File: src/rcl_defines.svh
// Offsets, reset values and fixed codes of the radio channel link config block
`ifndef RCL_DEFINES_SVH
`define RCL_DEFINES_SVH
`define RCL_OFF_AVAIL_LO  12'h000
`define RCL_OFF_AVAIL_HI  12'h004
`define RCL_OFF_MASK_LO   12'h008
`define RCL_OFF_MASK_HI   12'h00C
`define RCL_OFF_MIN_CNT   12'h010
`define RCL_OFF_PREAMBLE  12'h014
`define RCL_OFF_NETWORK   12'h018
`define RCL_OFF_REPEAT    12'h01C
`define RCL_OFF_POWER     12'h020
`define RCL_OFF_RESEND    12'h024
`define RCL_OFF_SCAN      12'h028
`define RCL_OFF_PERSIST   12'h02C
`define RCL_MASK_RST      64'hFFFF_FFFF_FFF7_FFFF
`define RCL_MAP_ALL       64'hFFFF_FFFF_FFFF_FFFF
`define RCL_MAP_UPPER     64'hFFFF_FFFE_0000_0000
`define RCL_MAP_SPLIT     64'hFFFF_FFFE_0000_0FFF
`define RCL_MIN_STD       6'h19
`define RCL_MIN_SMALL     6'h0B
`define RCL_PRE_RST       3'h0
`define RCL_NET_RST       15'h7FFF
`define RCL_NET_FACTORY   16'hFFFF
`define RCL_REP_RST       3'h3
`define RCL_REP_MAX       3'h5
`define RCL_PWR_RST       3'h4
`define RCL_PWR_MAX       3'h4
`define RCL_RESEND_RST    4'hF
`define RCL_SCAN_RST      8'h10
`define RCL_ENERGY_FLOOR  8'hFF
`define RCL_CHAR_COMMA    8'h2C
`define RCL_CHAR_CR       8'h0D
`define RCL_MS_NS         1000000
`define RCL_CLK_NS        10
`endif

File: src/rcl_pkg.sv
// Types shared by the radio channel link config block
package rcl_pkg;
  typedef enum logic [1:0] {
    RCL_REG_WIDE,
    RCL_REG_UPPER,
    RCL_REG_SPLIT,
    RCL_REG_SMALL
  } rcl_region_type;
  typedef enum logic [2:0] {
    RCL_IDLE,
    RCL_SCAN,
    RCL_VAL,
    RCL_COMMA,
    RCL_CR
  } rcl_scan_type;
  typedef struct packed {
    logic        valid;
    logic [2:0]  preamble;
    logic [14:0] network;
  } rcl_rx_type;
  typedef struct packed {
    logic [2:0]  bcast_sends;
    logic        ack_req;
    logic [3:0]  resend_limit;
    logic [2:0]  tx_power;
    logic [2:0]  preamble;
    logic [14:0] network;
  } rcl_cfg_type;
endpackage

File: src/rcl_chan_select.sv
// Eligible channel count and lowest-first active channel pick
`timescale 1ns/1ps
module rcl_chan_select #(
  parameter int N = 64
) (
  input  wire logic [N-1:0] mask_i,
  input  wire logic [N-1:0] avail_i,
  input  wire logic [5:0]   min_i,
  output logic      [6:0]   count_o,
  output logic      [N-1:0] active_o
);
  always_comb begin
    logic [6:0] run;
    run      = 7'h00;
    active_o = '0;
    for (int i = 0; i < N; i++) begin
      if (mask_i[i] && avail_i[i]) begin
        active_o[i] = (run < {1'b0, min_i});
        run         = run + 7'h01;
      end
    end
    count_o = run;
  end
endmodule

File: src/rcl_tick.sv
// Millisecond enable pulse divider
`timescale 1ns/1ps
module rcl_tick #(
  parameter int DIV = 100000
) (
  input  wire logic clk_i,
  input  wire logic rst_i,
  input  wire logic en_i,
  output logic      tick_o
);
  logic [31:0] cnt_reg;
  always_ff @(posedge clk_i) begin
    if (rst_i || !en_i) begin
      cnt_reg <= 32'h0000_0000;
      tick_o  <= 1'b0;
    end else begin
      tick_o  <= (cnt_reg == 32'(DIV - 1));
      cnt_reg <= (cnt_reg == 32'(DIV - 1)) ? 32'h0000_0000 : cnt_reg + 32'h0000_0001;
    end
  end
endmodule

File: src/rcl_top.sv
// Radio channel link config: channels, rx filter, tx settings, energy scan
`timescale 1ns/1ps
`include "rcl_defines.svh"
module rcl_top #(
  parameter int          MS_CYCLES  = `RCL_MS_NS / `RCL_CLK_NS,
  parameter bit          OEM_NET_EN = 1'b1,
  parameter logic [14:0] FACTORY_NET = 15'h0A5C  // Arbitrary value
) (
  input  wire logic               CLK_I,
  input  wire logic               RST_I,
  input  wire logic               PSEL_I,
  input  wire logic               PENABLE_I,
  input  wire logic               PWRITE_I,
  input  wire logic [11:0]        PADDR_I,
  input  wire logic [31:0]        PWDATA_I,
  output logic      [31:0]        PRDATA_O,
  output logic                    PREADY_O,
  output logic                    PSLVERR_O,
  input  wire logic [1:0]         REGION_I,
  input  wire logic               NV_VALID_I,
  input  wire logic [14:0]        NV_NETWORK_I,
  output logic                    NV_SAVE_O,
  output logic      [14:0]        NV_DATA_O,
  input  wire rcl_pkg::rcl_rx_type RX_I,
  output logic                    RX_ACCEPT_O,
  output logic                    RX_DROP_PRE_O,
  output logic                    RX_DROP_NET_O,
  output logic      [63:0]        ACTIVE_MAP_O,
  output rcl_pkg::rcl_cfg_type    CFG_O,
  output logic                    SCAN_ON_O,
  output logic      [5:0]         SCAN_CH_O,
  input  wire logic               ENERGY_VALID_I,
  input  wire logic [7:0]         ENERGY_I,
  output logic                    RPT_VALID_O,
  output logic      [7:0]         RPT_BYTE_O,
  input  wire logic               RPT_READY_I
);
  rcl_pkg::rcl_region_type region_reg;
  rcl_pkg::rcl_scan_type   state_reg;
  logic        boot_reg;
  logic [63:0] mask_reg;
  logic [31:0] mask_lo_pend_reg;
  logic [2:0]  pre_reg;
  logic [14:0] net_reg;
  logic [2:0]  rep_reg;
  logic [2:0]  pwr_reg;
  logic [3:0]  resend_reg;
  logic [7:0]  scan_ms_reg;
  logic [7:0]  ms_left_reg;
  logic [5:0]  idx_reg;
  logic [7:0]  energy_mem [64];
  logic [63:0] avail;
  logic [5:0]  min_cnt;
  logic [6:0]  cand_cnt;
  logic [63:0] active_next;
  logic        ms_tick;
  logic        acc;
  logic        decide;
  logic        commit;
  logic        err_next;
  logic [31:0] rdata_next;
  // Region strap selects map and minimum count
  always_comb begin
    unique case (region_reg)
      rcl_pkg::RCL_REG_WIDE:  avail = `RCL_MAP_ALL;
      rcl_pkg::RCL_REG_UPPER: avail = `RCL_MAP_UPPER;
      rcl_pkg::RCL_REG_SPLIT: avail = `RCL_MAP_SPLIT;
      rcl_pkg::RCL_REG_SMALL: avail = `RCL_MAP_ALL;
    endcase
    min_cnt = (region_reg == rcl_pkg::RCL_REG_SMALL) ? `RCL_MIN_SMALL : `RCL_MIN_STD;
  end
  rcl_chan_select #(.N(64)) u_cand (
    .mask_i({PWDATA_I, mask_lo_pend_reg}), .avail_i(avail), .min_i(min_cnt), .count_o(cand_cnt), .active_o()
  );
  rcl_chan_select #(.N(64)) u_active (
    .mask_i(mask_reg), .avail_i(avail), .min_i(min_cnt), .count_o(), .active_o(active_next)
  );
  rcl_tick #(.DIV(MS_CYCLES)) u_tick (
    .clk_i(CLK_I), .rst_i(RST_I), .en_i(state_reg == rcl_pkg::RCL_SCAN), .tick_o(ms_tick)
  );
  // One wait state: decide in first access cycle, commit when ready is seen
  assign acc    = PSEL_I && PENABLE_I;
  assign decide = acc && !PREADY_O;
  assign commit = acc && PREADY_O && PWRITE_I && !PSLVERR_O;
  always_comb begin
    err_next   = 1'b0;
    rdata_next = 32'h0000_0000;
    unique case (PADDR_I)
      `RCL_OFF_AVAIL_LO: begin
        rdata_next = avail[31:0];
        err_next   = PWRITE_I;
      end
      `RCL_OFF_AVAIL_HI: begin
        rdata_next = avail[63:32];
        err_next   = PWRITE_I;
      end
      `RCL_OFF_MASK_LO: rdata_next = mask_reg[31:0];
      `RCL_OFF_MASK_HI: begin
        rdata_next = mask_reg[63:32];
        err_next   = PWRITE_I && (cand_cnt < {1'b0, min_cnt});
      end
      `RCL_OFF_MIN_CNT: begin
        rdata_next = {26'h000_0000, min_cnt};
        err_next   = PWRITE_I;
      end
      `RCL_OFF_PREAMBLE: begin
        rdata_next = {29'h0000_0000, pre_reg};
        err_next   = PWRITE_I && (PWDATA_I[31:3] != 29'h0000_0000);
      end
      `RCL_OFF_NETWORK: begin
        rdata_next = {17'h0_0000, net_reg};
        err_next   = PWRITE_I && !(PWDATA_I[31:15] == 17'h0_0000 ||
                     (OEM_NET_EN && PWDATA_I == {16'h0000, `RCL_NET_FACTORY}));
      end
      `RCL_OFF_REPEAT: begin
        rdata_next = {29'h0000_0000, rep_reg};
        err_next   = PWRITE_I && (PWDATA_I > {29'h0000_0000, `RCL_REP_MAX});
      end
      `RCL_OFF_POWER: begin
        rdata_next = {29'h0000_0000, pwr_reg};
        err_next   = PWRITE_I && (PWDATA_I > {29'h0000_0000, `RCL_PWR_MAX});
      end
      `RCL_OFF_RESEND: begin
        rdata_next = {28'h000_0000, resend_reg};
        err_next   = PWRITE_I && (PWDATA_I[31:4] != 28'h000_0000);
      end
      `RCL_OFF_SCAN: begin
        rdata_next = {23'h00_0000, state_reg != rcl_pkg::RCL_IDLE, scan_ms_reg};
        err_next   = PWRITE_I && (PWDATA_I[31:8] != 24'h00_0000 || state_reg != rcl_pkg::RCL_IDLE);
      end
      `RCL_OFF_PERSIST: rdata_next = 32'h0000_0000;
      default: err_next = 1'b1;
    endcase
  end
  always_ff @(posedge CLK_I) begin
    if (RST_I) begin
      PREADY_O  <= 1'b0;
      PSLVERR_O <= 1'b0;
      PRDATA_O  <= 32'h0000_0000;
    end else begin
      PREADY_O  <= decide;
      PSLVERR_O <= decide && err_next;
      PRDATA_O  <= (decide && !PWRITE_I) ? rdata_next : 32'h0000_0000;
    end
  end
  // Strap and stored network number caught one cycle after reset release
  always_ff @(posedge CLK_I) begin
    if (RST_I) begin
      boot_reg   <= 1'b1;
      region_reg <= rcl_pkg::RCL_REG_WIDE;
    end else begin
      boot_reg <= 1'b0;
      if (boot_reg) begin
        region_reg <= rcl_pkg::rcl_region_type'(REGION_I);
      end
    end
  end
  always_ff @(posedge CLK_I) begin
    if (RST_I) begin
      mask_reg         <= `RCL_MASK_RST;
      mask_lo_pend_reg <= 32'h0000_0000;
      pre_reg          <= `RCL_PRE_RST;
      net_reg          <= `RCL_NET_RST;
      rep_reg          <= `RCL_REP_RST;
      pwr_reg          <= `RCL_PWR_RST;
      resend_reg       <= `RCL_RESEND_RST;
      NV_SAVE_O        <= 1'b0;
      NV_DATA_O        <= `RCL_NET_RST;
    end else begin
      NV_SAVE_O <= commit && (PADDR_I == `RCL_OFF_PERSIST);
      NV_DATA_O <= net_reg;
      if (boot_reg && NV_VALID_I) begin
        net_reg <= NV_NETWORK_I;
      end
      if (commit) begin
        unique case (PADDR_I)
          `RCL_OFF_MASK_LO:  mask_lo_pend_reg <= PWDATA_I;
          `RCL_OFF_MASK_HI:  mask_reg <= {PWDATA_I, mask_lo_pend_reg};
          `RCL_OFF_PREAMBLE: pre_reg <= PWDATA_I[2:0];
          `RCL_OFF_NETWORK:  net_reg <= PWDATA_I[15] ? FACTORY_NET : PWDATA_I[14:0];
          `RCL_OFF_REPEAT:   rep_reg <= PWDATA_I[2:0];
          `RCL_OFF_POWER:    pwr_reg <= PWDATA_I[2:0];
          `RCL_OFF_RESEND:   resend_reg <= PWDATA_I[3:0];
          default: ;
        endcase
      end
    end
  end
  always_ff @(posedge CLK_I) begin
    if (RST_I) begin
      ACTIVE_MAP_O <= 64'h0000_0000_0000_0000;
      CFG_O        <= '0;
    end else begin
      ACTIVE_MAP_O       <= active_next;
      CFG_O.bcast_sends  <= rep_reg + 3'h1;
      CFG_O.ack_req      <= (resend_reg != 4'h0);
      CFG_O.resend_limit <= resend_reg;
      CFG_O.tx_power     <= pwr_reg;
      CFG_O.preamble     <= pre_reg;
      CFG_O.network      <= net_reg;
    end
  end
  // Receive filter: preamble first, then network number
  always_ff @(posedge CLK_I) begin
    if (RST_I) begin
      RX_ACCEPT_O   <= 1'b0;
      RX_DROP_PRE_O <= 1'b0;
      RX_DROP_NET_O <= 1'b0;
    end else begin
      RX_DROP_PRE_O <= RX_I.valid && (RX_I.preamble != pre_reg);
      RX_DROP_NET_O <= RX_I.valid && (RX_I.preamble == pre_reg) && (RX_I.network != net_reg);
      RX_ACCEPT_O   <= RX_I.valid && (RX_I.preamble == pre_reg) && (RX_I.network == net_reg);
    end
  end
  // Energy scan and comma separated report
  always_ff @(posedge CLK_I) begin
    if (RST_I) begin
      state_reg   <= rcl_pkg::RCL_IDLE;
      scan_ms_reg <= `RCL_SCAN_RST;
      ms_left_reg <= 8'h00;
      idx_reg     <= 6'h00;
      SCAN_ON_O   <= 1'b0;
      SCAN_CH_O   <= 6'h00;
      RPT_VALID_O <= 1'b0;
      RPT_BYTE_O  <= 8'h00;
    end else begin
      unique case (state_reg)
        rcl_pkg::RCL_IDLE: begin
          if (commit && PADDR_I == `RCL_OFF_SCAN) begin
            scan_ms_reg <= PWDATA_I[7:0];
            ms_left_reg <= PWDATA_I[7:0];
            SCAN_CH_O   <= 6'h00;
            idx_reg     <= 6'h00;
            for (int i = 0; i < 64; i++) begin
              energy_mem[i] <= `RCL_ENERGY_FLOOR;
            end
            SCAN_ON_O <= (PWDATA_I[7:0] != 8'h00);
            state_reg <= (PWDATA_I[7:0] != 8'h00) ? rcl_pkg::RCL_SCAN : rcl_pkg::RCL_VAL;
          end
        end
        rcl_pkg::RCL_SCAN: begin
          SCAN_CH_O <= SCAN_CH_O + 6'h01;
          if (ENERGY_VALID_I && ENERGY_I < energy_mem[SCAN_CH_O]) begin
            energy_mem[SCAN_CH_O] <= ENERGY_I;
          end
          if (ms_tick) begin
            ms_left_reg <= ms_left_reg - 8'h01;
            if (ms_left_reg == 8'h01) begin
              SCAN_ON_O <= 1'b0;
              state_reg <= rcl_pkg::RCL_VAL;
            end
          end
        end
        rcl_pkg::RCL_VAL: begin
          RPT_VALID_O <= 1'b1;
          RPT_BYTE_O  <= energy_mem[idx_reg];
          if (RPT_VALID_O && RPT_READY_I) begin
            RPT_BYTE_O <= `RCL_CHAR_COMMA;
            state_reg  <= rcl_pkg::RCL_COMMA;
          end
        end
        rcl_pkg::RCL_COMMA: begin
          if (RPT_READY_I) begin
            idx_reg    <= idx_reg + 6'h01;
            RPT_VALID_O <= (idx_reg == 6'h3F);
            RPT_BYTE_O <= `RCL_CHAR_CR;
            state_reg  <= (idx_reg == 6'h3F) ? rcl_pkg::RCL_CR : rcl_pkg::RCL_VAL;
          end
        end
        rcl_pkg::RCL_CR: begin
          if (RPT_READY_I) begin
            RPT_VALID_O <= 1'b0;
            state_reg   <= rcl_pkg::RCL_IDLE;
          end
        end
        default: state_reg <= rcl_pkg::RCL_IDLE;
      endcase
    end
  end
endmodule

File: config.mk
export PLATFORM = sky130hd
export DESIGN_NAME = rcl_top
export DESIGN_NICKNAME = d
export VERILOG_FILES = /design/src/rcl_pkg.sv /design/src/rcl_chan_select.sv /design/src/rcl_tick.sv /design/src/rcl_top.sv
export VERILOG_INCLUDE_DIRS = /design/src /design/src/src
export SDC_FILE = /design/constraint.sdc
export NUM_CORES = 2
export LEC_CHECK = 0
export ABC_AREA = 1
export BUFFER_PORTS_ARGS = -buffer_cell sky130_fd_sc_hd__buf_2
export CAP_MARGIN = 20
export CORE_AREA = 2 2 485 487
export DETAILED_ROUTE_END_ITERATION = 10
export DIE_AREA = 0 0 487 489
export SLEW_MARGIN = 40
export SYNTH_ARGS = -nofsm -noshare
export SYNTH_HDL_FRONTEND = slang
export SYNTH_HIERARCHICAL = 1
export SYNTH_SLANG_ARGS = --single-unit
File: constraint.sdc
create_clock -name CLK_I -period 49.2 [get_ports CLK_I]
set_input_delay 9.84 -clock CLK_I [delete_from_list [all_inputs] [get_ports CLK_I]]
set_output_delay 9.84 -clock CLK_I [all_outputs]
set_load 0.01 [all_outputs]
==> results.cfg <==
[setup_path]
critPathMaxFanout = 31
crit_path_top_delay_cell = buf_4
rr_worst_depth = 189
worstPathRequired_ns = 49.92
r2r_end = PSLVERR_O$_SDFF_PP0_
worst-path-buf-inv = 14
rrSetupSlack_ns = 18.03
cp.arrival_ns = 31.89
worstSetupPathType = register to register
worstSetupEndpointType = register
r2r_start = region_reg[1]$_SDFFE_PP0P_
cp_top_family = simple AND/OR/NAND/NOR gates
cpMostUsedCell = nand2_1
start_kind = register
cpPeakStageDelay_ns = 0.37

[finish]
syn2layout_area_growth_pct = 9.62
drive_above_1_share = 0.201
nets = 11800
fillers = 24600
largest_register_ffs = 512
stdcell_area_um2 = 88700

[sta]
drv_slew = 0
relSlewSlack = 0.405
worst_slack_ns = 18.03
max_freq_ghz = 0.0321
post-route-period-util = 0.634
hold_viol = 0
fin_skew_ns = 0.0578
setup_viol = 0
rsz0062_at_grt = no
fin_crit_ns = 31.17
tns_ns = 0
worst_pin_slew_ns = 0.892

[min_path]
min_from = u_tick/cnt_reg[0]$_SDFF_PP0_
holdPathStages = 1
min_to = u_tick/cnt_reg[0]$_SDFF_PP0_
hold_class = register to register

[global_routing]
grt-ovfl-total = 0
antenna_found_initial = 11
grt_max_degree = 203
grt_use_total = 0.217
grt_pass1_vias = 70500
grt_first_pass_wirelength_um = 412000

[place]
pre_cts_ws_ns = 18.22
place_congestion = 0.942
placed_cell_area_um2 = 85200
portBuffers = 257
dpl.hpwl_um = 188000

[detailed_routing]
vias_per_cell = 5.30
drt-pass1-iter-count = 6
vias = 76200
wirelength_um = 265000
ant_nets = 0
routedWlPerCell_um = 18.5
drc = 0
drtIter0Drc = 7200

[die]
io_pins = 258
die_x_um = 487
die_area_um2 = 238000
fp.coreArea_um2 = 234000
start_util = 0.346
die_y_um = 489
num_rows = 178

[job]
maxCapViolCount = 0

[clocking]
cts_sinks = 871
cts_tree = built
hold_buffers = 0
path_clk_slew_ns = 0.07
cts_root_buf = clkbuf_16
cts_made_buffers = 101
clock_latency_ns = 0.82
htreeDepth = 3
post-cts-setup-buffer-count = 0
cts-resized-gates = 0
cts_buffer_depth = 3

[synthesis]
synth_warnings = 6
netlist_instances = 11200
syn_area_per_cell_um2 = 7.24
syn-cell-area_um2 = 80900

[run_status]
status = complete, no violations
[metrics by stage]
| stage | instances | hold slack, ns | utilization |
|---|---|---|---|
| 2_1_floorplan | 11300 | 0.417 | - |
| 3_3_place_gp | 14200 | 0.432 | 0.364 |
| 3_5_place_dp | 14200 | 0.439 | 0.364 |
| 4_1_cts | 14400 | 0.448 | 0.379 |
| 5_1_grt | 14400 | 0.485 | 0.380 |
| 6_report | 14400 | 0.452 | 0.380 |
[layer usage]
layer | track usage | part of all wire | up-vias
met3 | 0.0319 | 0.076 | 578
met5 | 0 | 0.00017 | -
met2 | 0.345 | 0.44 | 2826
li1 | - | - | 37800
met4 | 0.0971 | 0.048 | 8
met1 | 0.290 | 0.43 | 34900
[final cells by class]
type | count | area (um2) | share of cell area
multi-input cells | 8355 | 50800 | 0.573
flip-flops and latches | 871 | 22600 | 0.255
inverters | 1543 | 5820 | 0.0656
well taps | 3060 | 3830 | 0.0432
clock buffers | 123 | 2670 | 0.0301
repair buffers | 346 | 2130 | 0.0240
clock inverters | 66 | 827 | 0.00932
diodes | 3 | 7.51 | 0.0000846
[placed cells by master (no fill, tap or decap), types with 27 or more instances in the layout]
cell type / instances
a2111oi_0: 31
a21boi_0: 27
a21o_1: 28
a21oi_1: 197
a31oi_1: 33
buf_2: 256
buf_4: 71
clkbuf_16: 101
clkinv_1: 27
conb_1: 81
dfxtp_1: 353
edfxtp_1: 512
ha_1: 442
inv_1: 1434
inv_2: 81
nand2_1: 1548
nand2_2: 696
nand2_4: 331
nand3_1: 959
nand3_2: 340
nand3_4: 108
nand4_1: 568
nor2_1: 1293
nor2_2: 86
o211ai_1: 156
o21ai_0: 755
o221ai_1: 82
o22ai_1: 190
or2_2: 41
xnor2_1: 37
xor2_1: 65
[worst reg2reg max path, delay by kind of cell (launching register included)]
family | cells | cell delay, ns
buf+inv | 14 | 1.23
fa+ha+maj | 35 | 9.54
simple gates | 81 | 10.07
xor+xnor | 18 | 2.76
compound gates | 41 | 7.16
flops | 1 | 0.33
[how the worst max path moves through the flow]
stage	to	from	cells past startpoint	slack [ns]
4_1_cts	PSLVERR_O$_SDFF_PP0_	region_reg[1]$_SDFFE_PP0P_	188	18.16
6_report	PSLVERR_O$_SDFF_PP0_	region_reg[1]$_SDFFE_PP0P_	189	18.03
3_3_place_gp	PSLVERR_O$_SDFF_PP0_	region_reg[1]$_SDFFE_PP0P_	189	18.73
3_5_place_dp	PSLVERR_O$_SDFF_PP0_	region_reg[1]$_SDFFE_PP0P_	189	18.22
2_1_floorplan	PSLVERR_O$_SDFF_PP0_	region_reg[1]$_SDFFE_PP0P_	189	20.67
5_1_grt	PSLVERR_O$_SDFF_PP0_	region_reg[1]$_SDFFE_PP0P_	190	15.12
Power is left out: the tool's default activity adds up to more than one toggle a clock period on the data nets, which glitch-free logic cannot reach.
